**src/common/gpsr_defs.svh**
```systemverilog
`ifndef GPSR_DEFS_SVH
`define GPSR_DEFS_SVH

// ************************************************************
// register offsets on the control port
// ************************************************************
`define GPSR_OFF_SYNC_SCALE_LOW        6'h17
`define GPSR_OFF_LUMA_GAIN_LOW         6'h18
`define GPSR_OFF_U_GAIN_LOW            6'h19
`define GPSR_OFF_V_GAIN_LOW            6'h1a
`define GPSR_OFF_GAIN_HIGH_BITS        6'h1b
`define GPSR_OFF_LUMA_OFFSET_LOW       6'h1c
`define GPSR_OFF_OFFSET_SYNC_HIGH_BITS 6'h1d
`define GPSR_OFF_PHASE_LOW_AND_FLIP    6'h1e
`define GPSR_OFF_PHASE_HIGH            6'h1f
`define GPSR_OFF_SEED_NIBBLE           6'h20
`define GPSR_OFF_SEED_LOWER_BYTE       6'h21
`define GPSR_OFF_SEED_MIDDLE_BYTE      6'h22
`define GPSR_OFF_SEED_TOP_BYTE         6'h23

// ************************************************************
// bank geometry and reset values
// ************************************************************
`define GPSR_ADDR_W      6
`define GPSR_IDX_W       4
`define GPSR_NUM_REGS    13
`define GPSR_FIRST_OFF   6'h17
`define GPSR_LAST_OFF    6'h23
`define GPSR_REG_RESET   8'h00
`define GPSR_IDLE_DATA   8'h00

// ************************************************************
// field positions
// ************************************************************
`define GPSR_LUMA_HI_MSB   7
`define GPSR_LUMA_HI_LSB   6
`define GPSR_U_HI_MSB      5
`define GPSR_U_HI_LSB      3
`define GPSR_V_HI_MSB      1
`define GPSR_V_HI_LSB      0
`define GPSR_OFFS_HI_BIT   2
`define GPSR_SYNC_HI_MSB   1
`define GPSR_SYNC_HI_LSB   0
`define GPSR_PHASE_LO_MSB  7
`define GPSR_PHASE_LO_LSB  1
`define GPSR_VFLIP_BIT     0
`define GPSR_SEED_LO_MSB   7
`define GPSR_SEED_LO_LSB   4

`endif

```
**src/common/gpsr_pkg.sv**
```systemverilog
package gpsr_pkg;

   typedef logic [7:0] gpsr_byte_t;

   typedef enum logic [1:0] {
      GPSR_PORT_IDLE  = 2'b00,
      GPSR_PORT_WRITE = 2'b01,
      GPSR_PORT_READ  = 2'b10
   } gpsr_port_state_t;

endpackage : gpsr_pkg

```
**src/design/gpsr_regs.sv**
```systemverilog
// Contract
// - first buffered set is applied only while the bank-select pin is low.
// - sync scale is 10-bit unsigned, lsb 1/256, low byte at 0x17.
// - sync scale top two bits from 0x1D bits 1-0, msb weighs 2.
// - luma gain is 10-bit, lsb 1/256, low byte at 0x18.
// - luma gain top two bits from 0x1B bits 7-6, msb weighs 2.
// - U gain is 11-bit, lsb 1/256, low byte at 0x19.
// - U gain top three bits from 0x1B bits 5-3, msb weighs 4.
// - V gain is 10-bit, lsb 1/256, low byte at 0x1A.
// - V gain top two bits from 0x1B bits 1-0, msb weighs 2.
// - 9-bit luma/RGB offset: low byte 0x1C, top bit 0x1D bit 2.
// - phase offset is 15 bits; bits 6-0 from 0x1E bits 7-1.
// - phase offset bits 14-7 from register 0x1F.
// - 0x1E bit 0 high inverts the V axis sign.
// - subcarrier seed is 28 bits; bits 3-0 from 0x20 bits 7-4.
// - seed bits 11-4 from register 0x21.
// - seed bits 19-12 from register 0x22.
// - seed bits 27-20 from register 0x23, the top byte.
`timescale 1ns/100ps
`include "gpsr_defs.svh"

module gpsr_regs (
   input  wire logic                       core_clk,
   input  wire logic                       reset_n,
   // control port pins
   input  wire logic                       ctl_cs_n,
   input  wire logic                       ctl_wr_n,
   input  wire logic                       ctl_rd_n,
   input  wire logic [`GPSR_ADDR_W-1:0]    ctl_addr,
   input  wire logic [7:0]                 ctl_data_in,
   output      logic [7:0]                 ctl_data_out,
   output      logic                       ctl_data_oe,
   // bank select pin, low picks set 0
   input  wire logic                       buffer_sel,
   // parameters to the datapath
   output      logic                       set0_active,
   output      logic [9:0]                 sync_scale_factor,
   output      logic [9:0]                 luma_gain,
   output      logic [10:0]                u_chroma_gain,
   output      logic [9:0]                 v_chroma_gain,
   output      logic [8:0]                 luma_rgb_offset,
   output      logic [14:0]                system_phase_offset,
   output      logic                       v_sign_flip,
   output      logic [27:0]                subcarrier_seed
);

   // ************************************************************
   // pin synchronisers
   // ************************************************************
   logic                      cs_n_s1_q;
   logic                      cs_n_s2_q;
   logic                      wr_n_s1_q;
   logic                      wr_n_s2_q;
   logic                      wr_n_s3_q;
   logic                      rd_n_s1_q;
   logic                      rd_n_s2_q;
   logic [`GPSR_ADDR_W-1:0]   addr_s1_q;
   logic [`GPSR_ADDR_W-1:0]   addr_s2_q;
   logic [7:0]                data_s1_q;
   logic [7:0]                data_s2_q;
   logic                      bsel_s1_q;
   logic                      bsel_s2_q;

   always_ff @(posedge core_clk) begin
      if (!reset_n) begin
         cs_n_s1_q <= 1'b1;
         cs_n_s2_q <= 1'b1;
         wr_n_s1_q <= 1'b1;
         wr_n_s2_q <= 1'b1;
         wr_n_s3_q <= 1'b1;
         rd_n_s1_q <= 1'b1;
         rd_n_s2_q <= 1'b1;
      end else begin
         cs_n_s1_q <= ctl_cs_n;
         cs_n_s2_q <= cs_n_s1_q;
         wr_n_s1_q <= ctl_wr_n;
         wr_n_s2_q <= wr_n_s1_q;
         wr_n_s3_q <= wr_n_s2_q;
         rd_n_s1_q <= ctl_rd_n;
         rd_n_s2_q <= rd_n_s1_q;
      end
   end

   always_ff @(posedge core_clk) begin
      if (!reset_n) begin
         addr_s1_q <= {`GPSR_ADDR_W{1'b0}};
         addr_s2_q <= {`GPSR_ADDR_W{1'b0}};
         data_s1_q <= `GPSR_IDLE_DATA;
         data_s2_q <= `GPSR_IDLE_DATA;
      end else begin
         addr_s1_q <= ctl_addr;
         addr_s2_q <= addr_s1_q;
         data_s1_q <= ctl_data_in;
         data_s2_q <= data_s1_q;
      end
   end

   // high at reset so set 1 is assumed until the pin is really seen low
   always_ff @(posedge core_clk) begin
      if (!reset_n) begin
         bsel_s1_q <= 1'b1;
         bsel_s2_q <= 1'b1;
      end else begin
         bsel_s1_q <= buffer_sel;
         bsel_s2_q <= bsel_s1_q;
      end
   end

   // ************************************************************
   // address decode
   // ************************************************************
   logic                      addr_hit;
   logic [`GPSR_ADDR_W-1:0]   addr_rel;
   logic [`GPSR_IDX_W-1:0]    reg_idx;

   always_comb begin
      addr_hit = (addr_s2_q >= `GPSR_FIRST_OFF) && (addr_s2_q <= `GPSR_LAST_OFF);
      addr_rel = addr_s2_q - `GPSR_FIRST_OFF;
      reg_idx  = addr_rel[`GPSR_IDX_W-1:0];
   end

   // ************************************************************
   // port sequencer
   // ************************************************************
   // writes commit at the rising edge of the strobe so data has settled
   gpsr_pkg::gpsr_port_state_t state_q;
   gpsr_pkg::gpsr_port_state_t state_d;
   logic                       wr_commit;
   logic                       rd_start;

   always_comb begin
      state_d   = state_q;
      wr_commit = 1'b0;
      rd_start  = 1'b0;
      case (state_q)
         gpsr_pkg::GPSR_PORT_IDLE: begin
            if (!cs_n_s2_q && !wr_n_s2_q) begin
               state_d = gpsr_pkg::GPSR_PORT_WRITE;
            end else if (!cs_n_s2_q && !rd_n_s2_q) begin
               state_d  = gpsr_pkg::GPSR_PORT_READ;
               rd_start = addr_hit;
            end
         end
         gpsr_pkg::GPSR_PORT_WRITE: begin
            if (wr_n_s2_q && !wr_n_s3_q) begin
               wr_commit = addr_hit;
               state_d   = gpsr_pkg::GPSR_PORT_IDLE;
            end
         end
         gpsr_pkg::GPSR_PORT_READ: begin
            if (rd_n_s2_q || cs_n_s2_q) begin
               state_d = gpsr_pkg::GPSR_PORT_IDLE;
            end
         end
         default: begin
            state_d = gpsr_pkg::GPSR_PORT_IDLE;
         end
      endcase
   end

   always_ff @(posedge core_clk) begin
      if (!reset_n) begin
         state_q <= gpsr_pkg::GPSR_PORT_IDLE;
      end else begin
         state_q <= state_d;
      end
   end

   // ************************************************************
   // register storage and readback
   // ************************************************************
   // reserved bits are stored as written; software keeps them zero
   gpsr_pkg::gpsr_byte_t           rd_byte;
   logic [8*`GPSR_NUM_REGS-1:0]    bank;

   gpsr_reg_mem u_mem (
      .core_clk (core_clk),
      .reset_n  (reset_n),
      .wr_en    (wr_commit),
      .wr_idx   (reg_idx),
      .wr_data  (data_s2_q),
      .rd_en    (rd_start),
      .rd_idx   (reg_idx),
      .rd_data  (rd_byte),
      .contents (bank)
   );

   // drive the shared bus only for our own addresses
   logic read_hit_q;

   always_ff @(posedge core_clk) begin
      if (!reset_n) begin
         read_hit_q <= 1'b0;
      end else if (rd_start) begin
         read_hit_q <= 1'b1;
      end else if (state_q != gpsr_pkg::GPSR_PORT_READ) begin
         read_hit_q <= 1'b0;
      end
   end

   assign ctl_data_out = rd_byte;
   assign ctl_data_oe  = read_hit_q && (state_q == gpsr_pkg::GPSR_PORT_READ);

   // ************************************************************
   // field assembly
   // ************************************************************
   gpsr_pkg::gpsr_byte_t r_sync_lo;
   gpsr_pkg::gpsr_byte_t r_luma_lo;
   gpsr_pkg::gpsr_byte_t r_u_lo;
   gpsr_pkg::gpsr_byte_t r_v_lo;
   gpsr_pkg::gpsr_byte_t r_gain_hi;
   gpsr_pkg::gpsr_byte_t r_offs_lo;
   gpsr_pkg::gpsr_byte_t r_offs_hi;
   gpsr_pkg::gpsr_byte_t r_phase_lo;
   gpsr_pkg::gpsr_byte_t r_phase_hi;
   gpsr_pkg::gpsr_byte_t r_seed_0;
   gpsr_pkg::gpsr_byte_t r_seed_1;
   gpsr_pkg::gpsr_byte_t r_seed_2;
   gpsr_pkg::gpsr_byte_t r_seed_3;

   always_comb begin
      r_sync_lo  = bank[8*(`GPSR_OFF_SYNC_SCALE_LOW - `GPSR_FIRST_OFF) +: 8];
      r_luma_lo  = bank[8*(`GPSR_OFF_LUMA_GAIN_LOW - `GPSR_FIRST_OFF) +: 8];
      r_u_lo     = bank[8*(`GPSR_OFF_U_GAIN_LOW - `GPSR_FIRST_OFF) +: 8];
      r_v_lo     = bank[8*(`GPSR_OFF_V_GAIN_LOW - `GPSR_FIRST_OFF) +: 8];
      r_gain_hi  = bank[8*(`GPSR_OFF_GAIN_HIGH_BITS - `GPSR_FIRST_OFF) +: 8];
      r_offs_lo  = bank[8*(`GPSR_OFF_LUMA_OFFSET_LOW - `GPSR_FIRST_OFF) +: 8];
      r_offs_hi  = bank[8*(`GPSR_OFF_OFFSET_SYNC_HIGH_BITS - `GPSR_FIRST_OFF) +: 8];
      r_phase_lo = bank[8*(`GPSR_OFF_PHASE_LOW_AND_FLIP - `GPSR_FIRST_OFF) +: 8];
      r_phase_hi = bank[8*(`GPSR_OFF_PHASE_HIGH - `GPSR_FIRST_OFF) +: 8];
      r_seed_0   = bank[8*(`GPSR_OFF_SEED_NIBBLE - `GPSR_FIRST_OFF) +: 8];
      r_seed_1   = bank[8*(`GPSR_OFF_SEED_LOWER_BYTE - `GPSR_FIRST_OFF) +: 8];
      r_seed_2   = bank[8*(`GPSR_OFF_SEED_MIDDLE_BYTE - `GPSR_FIRST_OFF) +: 8];
      r_seed_3   = bank[8*(`GPSR_OFF_SEED_TOP_BYTE - `GPSR_FIRST_OFF) +: 8];
   end

   logic [9:0]  sync_d;
   logic [9:0]  luma_d;
   logic [10:0] ugain_d;
   logic [9:0]  vgain_d;
   logic [8:0]  offs_d;
   logic [14:0] phase_d;
   logic        vflip_d;
   logic [27:0] seed_d;

   always_comb begin
      sync_d  = {r_offs_hi[`GPSR_SYNC_HI_MSB:`GPSR_SYNC_HI_LSB], r_sync_lo};
      luma_d  = {r_gain_hi[`GPSR_LUMA_HI_MSB:`GPSR_LUMA_HI_LSB], r_luma_lo};
      ugain_d = {r_gain_hi[`GPSR_U_HI_MSB:`GPSR_U_HI_LSB], r_u_lo};
      vgain_d = {r_gain_hi[`GPSR_V_HI_MSB:`GPSR_V_HI_LSB], r_v_lo};
      offs_d  = {r_offs_hi[`GPSR_OFFS_HI_BIT], r_offs_lo};
      phase_d = {r_phase_hi, r_phase_lo[`GPSR_PHASE_LO_MSB:`GPSR_PHASE_LO_LSB]};
      vflip_d = r_phase_lo[`GPSR_VFLIP_BIT];
      seed_d  = {r_seed_3, r_seed_2, r_seed_1,
                 r_seed_0[`GPSR_SEED_LO_MSB:`GPSR_SEED_LO_LSB]};
   end

   // ************************************************************
   // buffered set 0 outputs
   // ************************************************************
   // held while set 1 is selected, so writes made then never reach the datapath as a half-updated set
   always_ff @(posedge core_clk) begin
      if (!reset_n) begin
         set0_active <= 1'b0;
      end else begin
         set0_active <= !bsel_s2_q;
      end
   end

   always_ff @(posedge core_clk) begin
      if (!reset_n) begin
         sync_scale_factor   <= 10'h000;
         luma_gain           <= 10'h000;
         u_chroma_gain       <= 11'h000;
         v_chroma_gain       <= 10'h000;
         luma_rgb_offset     <= 9'h000;
         system_phase_offset <= 15'h0000;
         v_sign_flip         <= 1'b0;
      end else if (!bsel_s2_q) begin
         sync_scale_factor   <= sync_d;
         luma_gain           <= luma_d;
         u_chroma_gain       <= ugain_d;
         v_chroma_gain       <= vgain_d;
         luma_rgb_offset     <= offs_d;
         system_phase_offset <= phase_d;
         v_sign_flip         <= vflip_d;
      end
   end

   // seed is not part of the buffered set
   always_ff @(posedge core_clk) begin
      if (!reset_n) begin
         subcarrier_seed <= 28'h000_0000;
      end else begin
         subcarrier_seed <= seed_d;
      end
   end

endmodule : gpsr_regs

```
**src/design/gpsr_reg_mem.sv**
```systemverilog
`timescale 1ns/100ps
`include "gpsr_defs.svh"

module gpsr_reg_mem (
   input  wire logic                           core_clk,
   input  wire logic                           reset_n,
   input  wire logic                           wr_en,
   input  wire logic [`GPSR_IDX_W-1:0]         wr_idx,
   input  wire gpsr_pkg::gpsr_byte_t           wr_data,
   input  wire logic                           rd_en,
   input  wire logic [`GPSR_IDX_W-1:0]         rd_idx,
   output      gpsr_pkg::gpsr_byte_t           rd_data,
   output      logic [8*`GPSR_NUM_REGS-1:0]    contents
);

   gpsr_pkg::gpsr_byte_t mem_q [`GPSR_NUM_REGS];
   gpsr_pkg::gpsr_byte_t rd_data_q;

   // ************************************************************
   // storage, one byte per entry
   // ************************************************************
   genvar i;
   generate
      for (i = 0; i < `GPSR_NUM_REGS; i = i + 1) begin : g_entry
         always_ff @(posedge core_clk) begin
            if (!reset_n) begin
               mem_q[i] <= `GPSR_REG_RESET;
            end else if (wr_en && (wr_idx == i[`GPSR_IDX_W-1:0])) begin
               mem_q[i] <= wr_data;
            end
         end
         assign contents[8*i +: 8] = mem_q[i];
      end
   endgenerate

   // ************************************************************
   // registered read port
   // ************************************************************
   always_ff @(posedge core_clk) begin
      if (!reset_n) begin
         rd_data_q <= `GPSR_IDLE_DATA;
      end else if (rd_en) begin
         if (rd_idx < `GPSR_NUM_REGS) begin
            rd_data_q <= mem_q[rd_idx];
         end else begin
            rd_data_q <= `GPSR_IDLE_DATA;
         end
      end
   end

   assign rd_data = rd_data_q;

endmodule : gpsr_reg_mem

```
**config.mk**
```make
export PLATFORM = sky130hd
export DESIGN_NAME = gpsr_regs
export DESIGN_NICKNAME = d
export VERILOG_FILES = /design/src/common/gpsr_pkg.sv /design/src/design/gpsr_regs.sv /design/src/design/gpsr_reg_mem.sv
export VERILOG_INCLUDE_DIRS = /design/src /design/src/common
export SDC_FILE = /design/constraint.sdc
export NUM_CORES = 1
export LEC_CHECK = 0
export BUFFER_PORTS_ARGS = -buffer_cell sky130_fd_sc_hd__buf_2
export CELL_PAD_IN_SITES_DETAIL_PLACEMENT = 0
export CELL_PAD_IN_SITES_GLOBAL_PLACEMENT = 1
export CORE_MARGIN = 5
export CORE_UTILIZATION = 39
export CTS_BUF_LIST = sky130_fd_sc_hd__clkbuf_4 sky130_fd_sc_hd__clkbuf_8 sky130_fd_sc_hd__clkbuf_16
export CTS_CLUSTER_SIZE = 10
export DETAILED_ROUTE_END_ITERATION = 10
export PLACE_DENSITY_LB_ADDON = 0.1
export SLEW_MARGIN = 0
export SYNTH_ARGS = -nofsm -noshare
export SYNTH_HDL_FRONTEND = slang
export SYNTH_SLANG_ARGS = --single-unit
```
**constraint.sdc**
```tcl
create_clock -name core_clk -period 3.93 [get_ports core_clk]
set_input_delay 0.786 -clock core_clk [delete_from_list [all_inputs] [get_ports core_clk]]
set_output_delay 0.786 -clock core_clk [all_outputs]
set_load 0.01 [all_outputs]
```
### After elaboration in Yosys (flattened, before gate mapping)

Memories as Yosys holds them, arrays and structs flattened. A register that Yosys moved wholly into a read port is not among the register bits.
Cells that the tools add are included.
Widths: inputs -> output; s select.

| storage, ports and cells | value |
|---|---|
| register bits | 41 |
| bits in writable memories | 104 |
| input bits | 20 |
| output and inout port bits | 104 |
| logic and storage cells | 167 |
| memories | 1 |

Memory list:

| name | words | width | read ports | clocked after Yosys merged registers in | write ports | RTL line | text |
|---|---|---|---|---|---|---|---|
| u_mem.mem_q | 13 | 8 | 14 | 14 | 13 | gpsr_reg_mem.sv:16 | `` gpsr_pkg::gpsr_byte_t mem_q [`GPSR_NUM_REGS]; `` |

| operators by class | value |
|---|---|
| $add $sub $neg | 1 |
| order comparisons | 2 |
| equal/unequal tests | 18 |
| mux-type cells | 65 |
| bitwise logic cells | 13 |
| reductions and logical operators | 51 |

Operators with widths:

| cell | count |
|---|---|
| $mux 8 | 13 |
| $mux 1 | 47 |
| $logic_not 1->1 | 28 |
| $eq 4x4->1 const B | 5 |
| $logic_and 1x1->1 | 18 |
| $eq 4x3->1 const B | 4 |
| $or 1x1->1 | 13 |
| $eq 4x2->1 const B | 2 |
| $mux 2 | 4 |
| $ge 6x5->1 const B | 1 |
| $le 6x6->1 const B | 1 |
| $ne 2x2->1 const B | 3 |
| $pmux 2 s3 | 1 |
| $eq 4x1->1 const B | 1 |
| $logic_not 4->1 | 1 |
| $sub 4x3->4 const B | 1 |
| $ne 3x3->1 const B | 1 |
| $reduce_and 3->1 | 1 |
| $eq 2x1->1 const B | 1 |
| $eq 2x2->1 const B | 1 |
| $logic_not 2->1 | 1 |
| $reduce_bool 2->1 | 1 |
| $logic_or 1x1->1 | 1 |

### Logic depth before layout (Yosys ltp)

Gate-level depths: netlist (run 1).

| logic depth | value |
|---|---|
| depth after elaboration | 9 |
| gate-level depth with buffers | 11 |
| depth with buffers taken out | 6 |

### Modules after synthesis

A second synthesis (run 1) with hierarchy kept.

| second synthesis, totals | value |
|---|---|
| cells, all modules | 758 |
| area, all modules | 9734.3 µm² |

By module, submodules not included:

| module | instances | cells an instance | area each (µm²) | sequential area each (µm²) |
|---|---|---|---|---|
| gpsr_reg_mem | 1 | 376 | 5208.7 | 3283.1 |
| gpsr_regs | 1 | 382 | 4525.6 | 2702.6 |

### Worst setup path before layout (run 1)

No wires, ideal clock.

| path | value |
|---|---|
| kind | register -> register |
| start | reg addr_s2_q[0] |
| end | reg u_mem.rd_data_q[2] (netlist: u_mem.rd_data[2]), read port of u_mem.mem_q |
| setup time | 0.132 ns |
| arrival | 2.852 ns |
| required time | 3.798 ns |
| path slack | 0.947 ns |
| cell stages (with the launch flop) | 12 |
| buffers on the path | 5 |
| period minus slack after synthesis | 2.983 ns |
| cell sequence | dfxtp_1 > buf_6 > buf_6 > buf_2 > inv_1 > ha_1 > buf_2 > buf_1 > mux4_2 > a21boi_0 > a2111oi_0 > o2bb2ai_2 |

| on the way | value |
|---|---|
| longest elaborated chain between the ends | 5 |
| elaborated cells between the ends (all ways) | 7 |
| those cells by class | add/sub (1); order compare (2); mux (3); reduce/logical (1) |

RTL lines:

| element | RTL line | text |
|---|---|---|
| from (decl) | gpsr_regs.sv:58 | `` logic [`GPSR_ADDR_W-1:0] addr_s2_q; `` |
| from (signal assigned) | gpsr_regs.sv:87 | `` addr_s2_q <= {`GPSR_ADDR_W{1'b0}}; `` |
| from (signal assigned) | gpsr_regs.sv:92 | `addr_s2_q <= addr_s1_q;` |
| $ge 6x5->1 (no source line) or $le 6x6->1 (tied branches) | n/a |  |
| $logic_and 1x1->1 | gpsr_regs.sv:117 | `` addr_hit = (addr_s2_q >= `GPSR_FIRST_OFF) && (addr_s2_q <= `GPSR_LAST_OFF); `` |
| $mux 1 | gpsr_regs.sv:139 | `end else if (!cs_n_s2_q && !rd_n_s2_q) begin` |
| $mux 1 | gpsr_regs.sv:137 | `if (!cs_n_s2_q && !wr_n_s2_q) begin` |
| $mux 1 | gpsr_regs.sv:135 | `case (state_q)` |
| to (decl) | gpsr_reg_mem.sv:17 | `gpsr_pkg::gpsr_byte_t rd_data_q;` |

Several ways; a longest one is shown, not always the timed one.
A chain may end at the register's enable or synchronous reset.

### Worst setup path in the final report (run 1)

| path | value |
|---|---|
| start | reg addr_s2_q[0] |
| end | reg u_mem.rd_data_q[0] (netlist: u_mem.rd_data[0]), read port of u_mem.mem_q |

Same word-level chain as after synthesis.

==> results of run 1 <==
## worst paths after layout
path         slack, ps    startpoint          endpoint
max                890  addr_s2_q[0]  u_mem.rd_data[0]
min                400     rd_n_s1_q         rd_n_s2_q
max reg2reg        890  addr_s2_q[0]  u_mem.rd_data[0]
min reg2reg        400     rd_n_s1_q         rd_n_s2_q
## flip-flops by register name, indices dropped and copies added, names as in the netlist, 2 cells and up
register	cells
u_mem.mem_q	104
subcarrier_seed	28
system_phase_offset	15
u_chroma_gain	11
luma_gain	10
sync_scale_factor	10
v_chroma_gain	10
luma_rgb_offset	9
data_s1_q	8
data_s2_q	8
u_mem.rd_data	8
addr_s1_q	6
addr_s2_q	6
state_q	2
## cell type report
cell class	count	area share, %
Clock inverter	1	0.263
Clock buffer	49	7.77
Timing Repair Buffer	140	6.50
Tap cell	324	3.55
Sequential cell	247	52.4
Multi-Input combinational cell	461	29.2
Inverter	9	0.296
## Yosys cell counts, types with 2 or more instances
cell and instances:
a2111oi_0 7, a21boi_0 17, a21o_1 5, a21oi_1 4, and2_1 90, and2b_1 3
buf_1 6, buf_2 14, buf_6 2, clkbuf_1 20, dfxtp_1 143, edfxtp_1 104
ha_1 5, inv_1 9, mux2i_1 66, mux4_2 24, nand2_1 33, nand2b_1 12
nand3b_1 3, nor2_1 141, nor2b_1 6, nor3_1 2, nor3_2 2, nor4_4 2
o21ai_0 7, o21ai_1 2, o2bb2ai_2 8, o31ai_1 3
## kinds of logic (layout without fill, tap and decap cells)
kind of cell | after synthesis | after routing | synth area share (%)
simple gates | 304 | 304 | 15.9
flops | 247 | 247 | 62.6
mux | 90 | 90 | 12.6
compound gates | 60 | 60 | 5.60
buf+inv | 53 | 199 | 2.47
fa+ha+maj | 5 | 5 | 0.654
xor+xnor | 2 | 2 | 0.183
## stage by stage
stage / instances / total power (uW) / util [%] / setup slack [ps]
after detailed placement: 1181 / 3160 / 43.4 / 973
final: 1231 / 5630 / 47.1 / 886
after CTS: 1231 / 5710 / 47.1 / 958
after global routing: 1231 / 5860 / 47.1 / 830
after floorplan: 761 / 3030 / - / 947
after global placement: 1181 / 3150 / 43.4 / 936
## report_power, final
part | switching (uW) | internal [uW]
Combinational | 152 | 124
Sequential | 69.2 | 2750
Clock | 950 | 1590
## layer usage
metal	up-vias	track usage, %	share of wire, %	wire, um
met2	195	30.5	49	12200
li1	2886	-	-	-
met5	-	0	0	0
met4	0	4.45	2.1	530
met1	2932	22.8	43	10600
met3	33	3.48	6.0	1500
==> impl_metrics.ini, run 1 <==
[outcome]
status = finished clean

[clock_tree]
tritoncts = yes
clock_tree.root_cell = clkbuf_16
h-tree-depth = 1
clock_sink_count = 247
post_cts_resize_count = 0
cts_buffer_depth = 3
cts_buffers = 29
path_clk_slew_ps = 50
cts_setup_buffers = 0
clk-insertion-delay-late_ps = 520
cts_hold_buf = 0

[final_layout]
syn2layout_area_growth_pct = 19.5
drive_above_1_share_pct = 26.1
final_area_sq_um = 11400
multi_input_area_sq_um = 3340
mostFrequentLayoutCell = dfxtp_1
diodes = 0
fillers = 2252
seq_area_sq_um = 5990
layout_common_cells = dfxtp_1 (142), nor2_1 (141), buf_2 (123)
nNetsFinal = 913

[floorplan]
row_count = 57
die_y_um = 167
boundaryPins = 124
core_sq_um = 24200
die_x_um = 167
start_util_pct = 39.4
die_area_sq_um = 27800

[logic_synthesis]
synth_edf_count = 104
synth_nets = 786
ys_ff_latch = 247
synth_area_sq_um = 9560
synth_top_area_share_pct = 32.7
yosysWarningCount = 0
yosysSeqAreaShare_pct = 62.6
synth_top_cell_by_area = edfxtp_1
synthCells = 761
async_flop_share_pct = 0
synth_ff_type = dfxtp_1
synthTopCellsByArea = edfxtp_1 (33%), dfxtp_1 (30%), mux2i_1 (6.9%)
ys_types = 49
synth_area_per_cell_sq_um = 12.6

[drt]
totalWireLength_um = 24900
drtPass1Iterations = 5
wl_per_cell_um = 20.2
num_vias = 6046
viasPerCell = 4.91
ant_nets = 0
drc = 0
drtIter0Drc = 478

[min_path]
hold_depth = 1
hold_path.class = register to register

[timing]
holdWs_ps = 405
fin_worst_skew_ps = 12.8
slew_headroom_pct = 20.8
tns_ps = 0
finalHoldViolations = 0
worst_pin_slew_ps = 1180
period_share_pct = 77.5
setup_viol = 0
rsz0062_at_grt = false
fin_crit_ps = 3040
maxSlewViolCount = 0
max_freq_mhz = 329

[setup_path]
cp_max_fo = 20
critical_path_class = register to register
critical-path-max-stage-delay_ps = 870
worst_setup_path_end_kind = register
crit_cells = 7
r2r_cells = 7
start_kind = register
critical_path.top_delay_family = compound AO/OA/AOI/OAI gates
critical-path-slowest-cell = a2111oi_0
cp.arrival_ps = 3420
crit_chain = buf_4 -> ha_1 -> nor2b_1 -> o21ai_1 -> a21boi_0 -> a2111oi_0 -> o2bb2ai_2
critPathRequiredTime_ps = 4310
crit_buf_inv = 1

[place]
place.gp.congestion = 0.783
numPortBuffers = 123
place_hpwl_um = 17500
place_area_sq_um = 10500

[global_routing]
grt.total_usage_pct = 17.6
grt_max_degree = 78
grt_pass1_vias = 6377
grt_pass1_wl_um = 38200
antenna_found_initial = 0
grt_overflow_total = 0

[power]
ir_drop_uv = 284
p_leak_uw = 0.00489
powerDensity_nw_per_um2 = 493

[job]
maxCapViolCount = 0
Power figures use the tool's default switching activity.
==> run 2: changes to the inputs <==
==> constraint.sdc (replaced) <==
create_clock -name core_clk -period 2.8 [get_ports core_clk]
set_input_delay 0.56 -clock core_clk [delete_from_list [all_inputs] [get_ports core_clk]]
set_output_delay 0.56 -clock core_clk [all_outputs]
set_load 0.01 [all_outputs]
==> impl_metrics.ini, run 2 (same netlist as run 1, synthesis figures left out) <==
[floorplan]
start_util_pct = 39.4
die_x_um = 167
boundaryPins = 124
core_sq_um = 24200
row_count = 57
die_y_um = 167
die_area_sq_um = 27800

[drt]
drtPass1Iterations = 5
viasPerCell = 4.94
ant_nets = 0
num_vias = 6175
totalWireLength_um = 25400
drc = 0
wl_per_cell_um = 20.3
drtIter0Drc = 488

[final_layout]
mostFrequentLayoutCell = dfxtp_1
layout_common_cells = dfxtp_1 (142), nor2_1 (141), buf_2 (123)
nNetsFinal = 931
drive_above_1_share_pct = 28.2
diodes = 0
largest_reg_flops = 104
largest_register = u_mem.mem_q
syn2layout_area_growth_pct = 21.7
final_area_sq_um = 11600
final_core_util_pct = 48.0
reg.largest.list = u_mem.mem_q x104, subcarrier_seed x28, system_phase_offset x15
fin_cells = 1251

[setup_path]
start_kind = register
worst_setup_path_end_kind = register
critical-path-max-stage-delay_ps = 460
critical-path-slowest-cell = a21o_1
r2r_cells = 6
crit_cells = 6
r2r-start = addr_s2_q[0]
crit_chain = buf_4 -> ha_1 -> nor2b_1 -> o21ai_1 -> a21oi_1 -> a21o_1
critPathRequiredTime_ps = 2970
r2r-end = u_mem.mem_q[5][1]
critical_path_class = register to register
cp_max_fo = 10
crit_buf_inv = 1
critical_path.top_delay_family = compound AO/OA/AOI/OAI gates
cp-endpoint = u_mem.mem_q[5][1]
worst-r2r-setup-slack_ps = 300
cp.arrival_ps = 2680
startpoint = addr_s2_q[0]

[clock_tree]
cts_setup_buffers = 0
clk-insertion-delay-late_ps = 530
post_cts_resize_count = 0
cts_buffer_depth = 3
tritoncts = yes
h-tree-depth = 1
clock_sink_count = 247
cts_hold_buf = 0
clock_tree.root_cell = clkbuf_16
path_clk_slew_ps = 60
cts_buffers = 29

[place]
place_area_sq_um = 10700
placedCellCount = 1199
place_hpwl_um = 18500
place.gp.congestion = 0.901
numPortBuffers = 123

[timing]
max_freq_mhz = 399
finalHoldViolations = 0
fin_worst_skew_ps = 12.7
setup_viol = 0
period_share_pct = 89.4
worst_pin_slew_ps = 822
fin_crit_ps = 2500
rsz0062_at_grt = false
maxSlewViolCount = 0
slew_headroom_pct = 45.2

[global_routing]
grt_use_met1_pct = 24.0
grt_pass1_wl_um = 39200
grt_overflow_total = 0
grt_util_met2_pct = 30.0
busiest_layer = met2
grt.total_usage_pct = 18.1
antenna_found_initial = 0
grt_pass1_vias = 6389
grt_max_degree = 67
use_met3_pct = 3.77

[power]
powerDensity_nw_per_um2 = 683
p_leak_uw = 0.00501
ir_drop_uv = 412

[min_path]
hold_depth = 2
hold_path.class = input port to register

[job]
maxCapViolCount = 0

[outcome]
status = finished clean
run 2: changes by cell type in the layout (fill, tap and decap cells not counted), sizes merged:
cell / delta
clkbuf: +3
bufinv: -1
buf: +18
run 2: how the worst min path moves through the flow:
stage,endpoint,from
6_report,cs_n_s1_q,ctl_cs_n
5_1_grt,wr_n_s1_q,ctl_wr_n
4_1_cts,cs_n_s1_q,ctl_cs_n
3_5_place_dp,wr_n_s2_q,wr_n_s1_q
3_3_place_gp,cs_n_s2_q,cs_n_s1_q
2_1_floorplan,bsel_s2_q,bsel_s1_q
run 2: worst register-to-register path: stages, from the launching register on:
cell	delay (ps)
dfxtp_1	330
buf_4	180
ha_1	290
nor2b_1	210
o21ai_1	280
a21oi_1	400
a21o_1	460
run 2: cell type report:
cell class              count  area (sq um)
inverters                   9          33.8
fillers                  2198         12600
multi-input cells         461          3370
flip-flops and latches    247          5990
well taps                 324           405
repair buffers            158           903
clock buffers              52           935
run 2: stage by stage:
step	worst slack, ps	power [uW]	hold slack, ps	setup TNS, ps
after floorplan	-52.6	4260	386	-821
after global placement	351	4430	391	0
after detailed placement	333	4440	396	0
after CTS	316	8040	194	0
after global routing	75.6	8250	200	0
final	295	7940	213	0
run 2: metal layers:
metal	up-vias	part of all wire (%)
met5	-	0
met4	0	3.0
met3	47	6.5
met2	223	47
met1	2972	43
li1	2933	-
run 2: report_power, final:
| part | internal, uW | leakage (uW) | switching (uW) | total [uW] |
|---|---|---|---|---|
| combinational | 186 | 0.00228 | 218 | 404 |
| sequential | 3860 | 0.00224 | 94.5 | 3960 |
| clock | 2240 | 0.000479 | 1350 | 3580 |
==> run 3: changes to the inputs <==
--- a/config.mk
+++ b/config.mk
@@ -14,7 +14,9 @@
 export CTS_BUF_LIST = sky130_fd_sc_hd__clkbuf_4 sky130_fd_sc_hd__clkbuf_8 sky130_fd_sc_hd__clkbuf_16
 export CTS_CLUSTER_SIZE = 10
 export DETAILED_ROUTE_END_ITERATION = 10
+export GPL_TIMING_DRIVEN = 0
 export PLACE_DENSITY_LB_ADDON = 0.1
+export SETUP_SLACK_MARGIN = 0.5
 export SLEW_MARGIN = 0
 export SYNTH_ARGS = -nofsm -noshare
 export SYNTH_HDL_FRONTEND = slang
==> impl_metrics.ini, run 3 (same netlist as run 1, synthesis figures left out) <==
[outcome]
status = finished clean

[setup_path]
crit_path_frequent_cell = buf_12
r2r-end = u_mem.rd_data[5]
cp_max_fo = 5
crit_chain = buf_12 -> buf_12 -> buf_12 -> inv_6 -> ha_4 -> buf_8 -> buf_12 -> buf_12 -> mux4_2 -> a2111oi_4 -> o2bb2ai_2
r2r-start = addr_s2_q[0]
cp-endpoint = u_mem.rd_data[5]
start_kind = register
r2r_cells = 11
crit_cells = 11
startpoint = addr_s2_q[0]
worst-r2r-setup-slack_ps = 340
cp.arrival_ps = 2870
crit_buf_inv = 7
worst_setup_path_end_kind = register
critical_path_class = register to register
critical-path-max-stage-delay_ps = 560
critical_path.top_delay_family = buffers and inverters
critPathRequiredTime_ps = 3220
critical-path-slowest-cell = mux4_2

[final_layout]
seq_area_sq_um = 5990
drive_above_1_share_pct = 32.1
layout_common_cells = nor2_1 (141), dfxtp_1 (141), buf_2 (129)
fillers = 2181
multi_input_area_sq_um = 3750
largest_register = u_mem.mem_q
diodes = 0
nNetsFinal = 969
largest_reg_flops = 104
reg.largest.list = u_mem.mem_q x104, subcarrier_seed x28, system_phase_offset x15
syn2layout_area_growth_pct = 29.2

[clock_tree]
h-tree-depth = 1
tritoncts = yes
clk-insertion-delay-late_ps = 540
cts_buffers = 28
cts_buffer_depth = 3
clock_sink_count = 247
clock_tree.root_cell = clkbuf_16
path_clk_slew_ps = 60

[timing]
setup_viol = 0
finalHoldViolations = 0
fin_worst_skew_ps = 11.2
worst_slack_ps = 343
maxSlewViolCount = 0
fin_crit_ps = 2460
slew_headroom_pct = 22.0
max_freq_mhz = 407
rsz0062_at_grt = true
worst_pin_slew_ps = 1170
period_share_pct = 87.8

[power]
power.total_uw = 7960
pwr-share-comb_pct = 7.1
clockPowerShare_pct = 43.4
switching_share_pct = 21.7
power_frac_seq_pct = 49.5
p_leak_uw = 0.00528
p_sw_uw = 1730
ir_drop_uv = 367
powerDensity_nw_per_um2 = 644
p_int_uw = 6230

[drt]
viasPerCell = 5.00
drtIter0Drc = 335
wl_per_cell_um = 20.7
drtPass1Iterations = 5
drc = 0
totalWireLength_um = 26700
num_vias = 6431
ant_nets = 0

[global_routing]
grt_max_degree = 14
antenna_found_initial = 1
grt.total_usage_pct = 19.0
grt_pass1_vias = 6878
grt_pass1_wl_um = 41000
grt_overflow_total = 0

[floorplan]
start_util_pct = 39.4
core_sq_um = 24200
die_area_sq_um = 27800
die_y_um = 167
die_x_um = 167
row_count = 57
boundaryPins = 124

[min_path]
hold_path.class = input port to register

[place]
place_hpwl_um = 19200
numPortBuffers = 123
place.gp.congestion = 0.821
place_ws_ps = -266

[job]
maxCapViolCount = 0
-- run 3: changes by cell type in the layout (fill, tap and decap cells not counted), sizes merged --
| cell | change |
|---|---|
| buf | +15 |
| clkbuf | +21 |
-- run 3: through the flow --
step	instances	hold slack, ps	utilization, %	TNS [ps]	instance area [sq um]
4_1_cts	1276	178	50.3	0	12200
3_3_place_gp	1208	395	44.7	-9930	10800
2_1_floorplan	761	386	-	0	9820
5_1_grt	1287	192	51.0	0	12400
3_5_place_dp	1208	397	44.7	-13410	10800
6_report	1287	204	51.0	0	12400
-- run 3: repair_timing --
item | CTS | global route
hold buffers | 0 | 0
buffers inserted | 18 | 11
resized for setup | 50 | 24
gates cloned | 1 | 0
endpoints found under the setup margin | 189 | 190
endpoints found under the hold margin | 0 | 0
pin swaps | 22 | 10
-- run 3: layout make-up --
class,instances,area share [%]
clock buffer,49,7.09
timing repair buffer,153,8.11
inverter,9,0.314
buffer,44,2.33
sequential,247,48.5
multi-input combinational,461,30.4
tap,324,3.28
-- run 3: how the worst min path moves through the flow --
stage          startpoint  slack [ps]         to  cells after the start
3_5_place_dp    wr_n_s1_q         400  wr_n_s2_q                      1
3_3_place_gp    rd_n_s1_q         390  rd_n_s2_q                      1
6_report         ctl_rd_n         200  rd_n_s1_q                      2
4_1_cts          ctl_rd_n         180  rd_n_s1_q                      2
5_1_grt          ctl_rd_n         190  rd_n_s1_q                      2
2_1_floorplan   bsel_s1_q         390  bsel_s2_q                      1
-- run 3: power groups by stage --
stage | Clock [uW] | Combinational (uW) | Sequential [uW]
after detailed placement | 0 | 478 | 4010
after floorplan | 0 | 302 | 3990
after global placement | 0 | 471 | 4010
after global routing | 3700 | 602 | 3950
final | 3460 | 563 | 3940
after CTS | 3550 | 557 | 3940
-- run 3: routing by layer --
layer	vias to the layer above	wire length, um	track usage [%]
met3	46	1540	3.74
met4	0	820	6.51
met5	-	0	0
met2	193	12700	31.3
li1	3013	-	-
met1	3179	11600	25.2
-- run 3: worst reg2reg max path: cells and delay by family (launching register included) --
kind | cells | cell delay [ps]
adder cells (fa/ha/maj) | 1 | 260
flip-flops | 1 | 370
AO/OA/AOI/OAI | 2 | 460
multiplexers | 1 | 560
buffers and inverters | 7 | 690
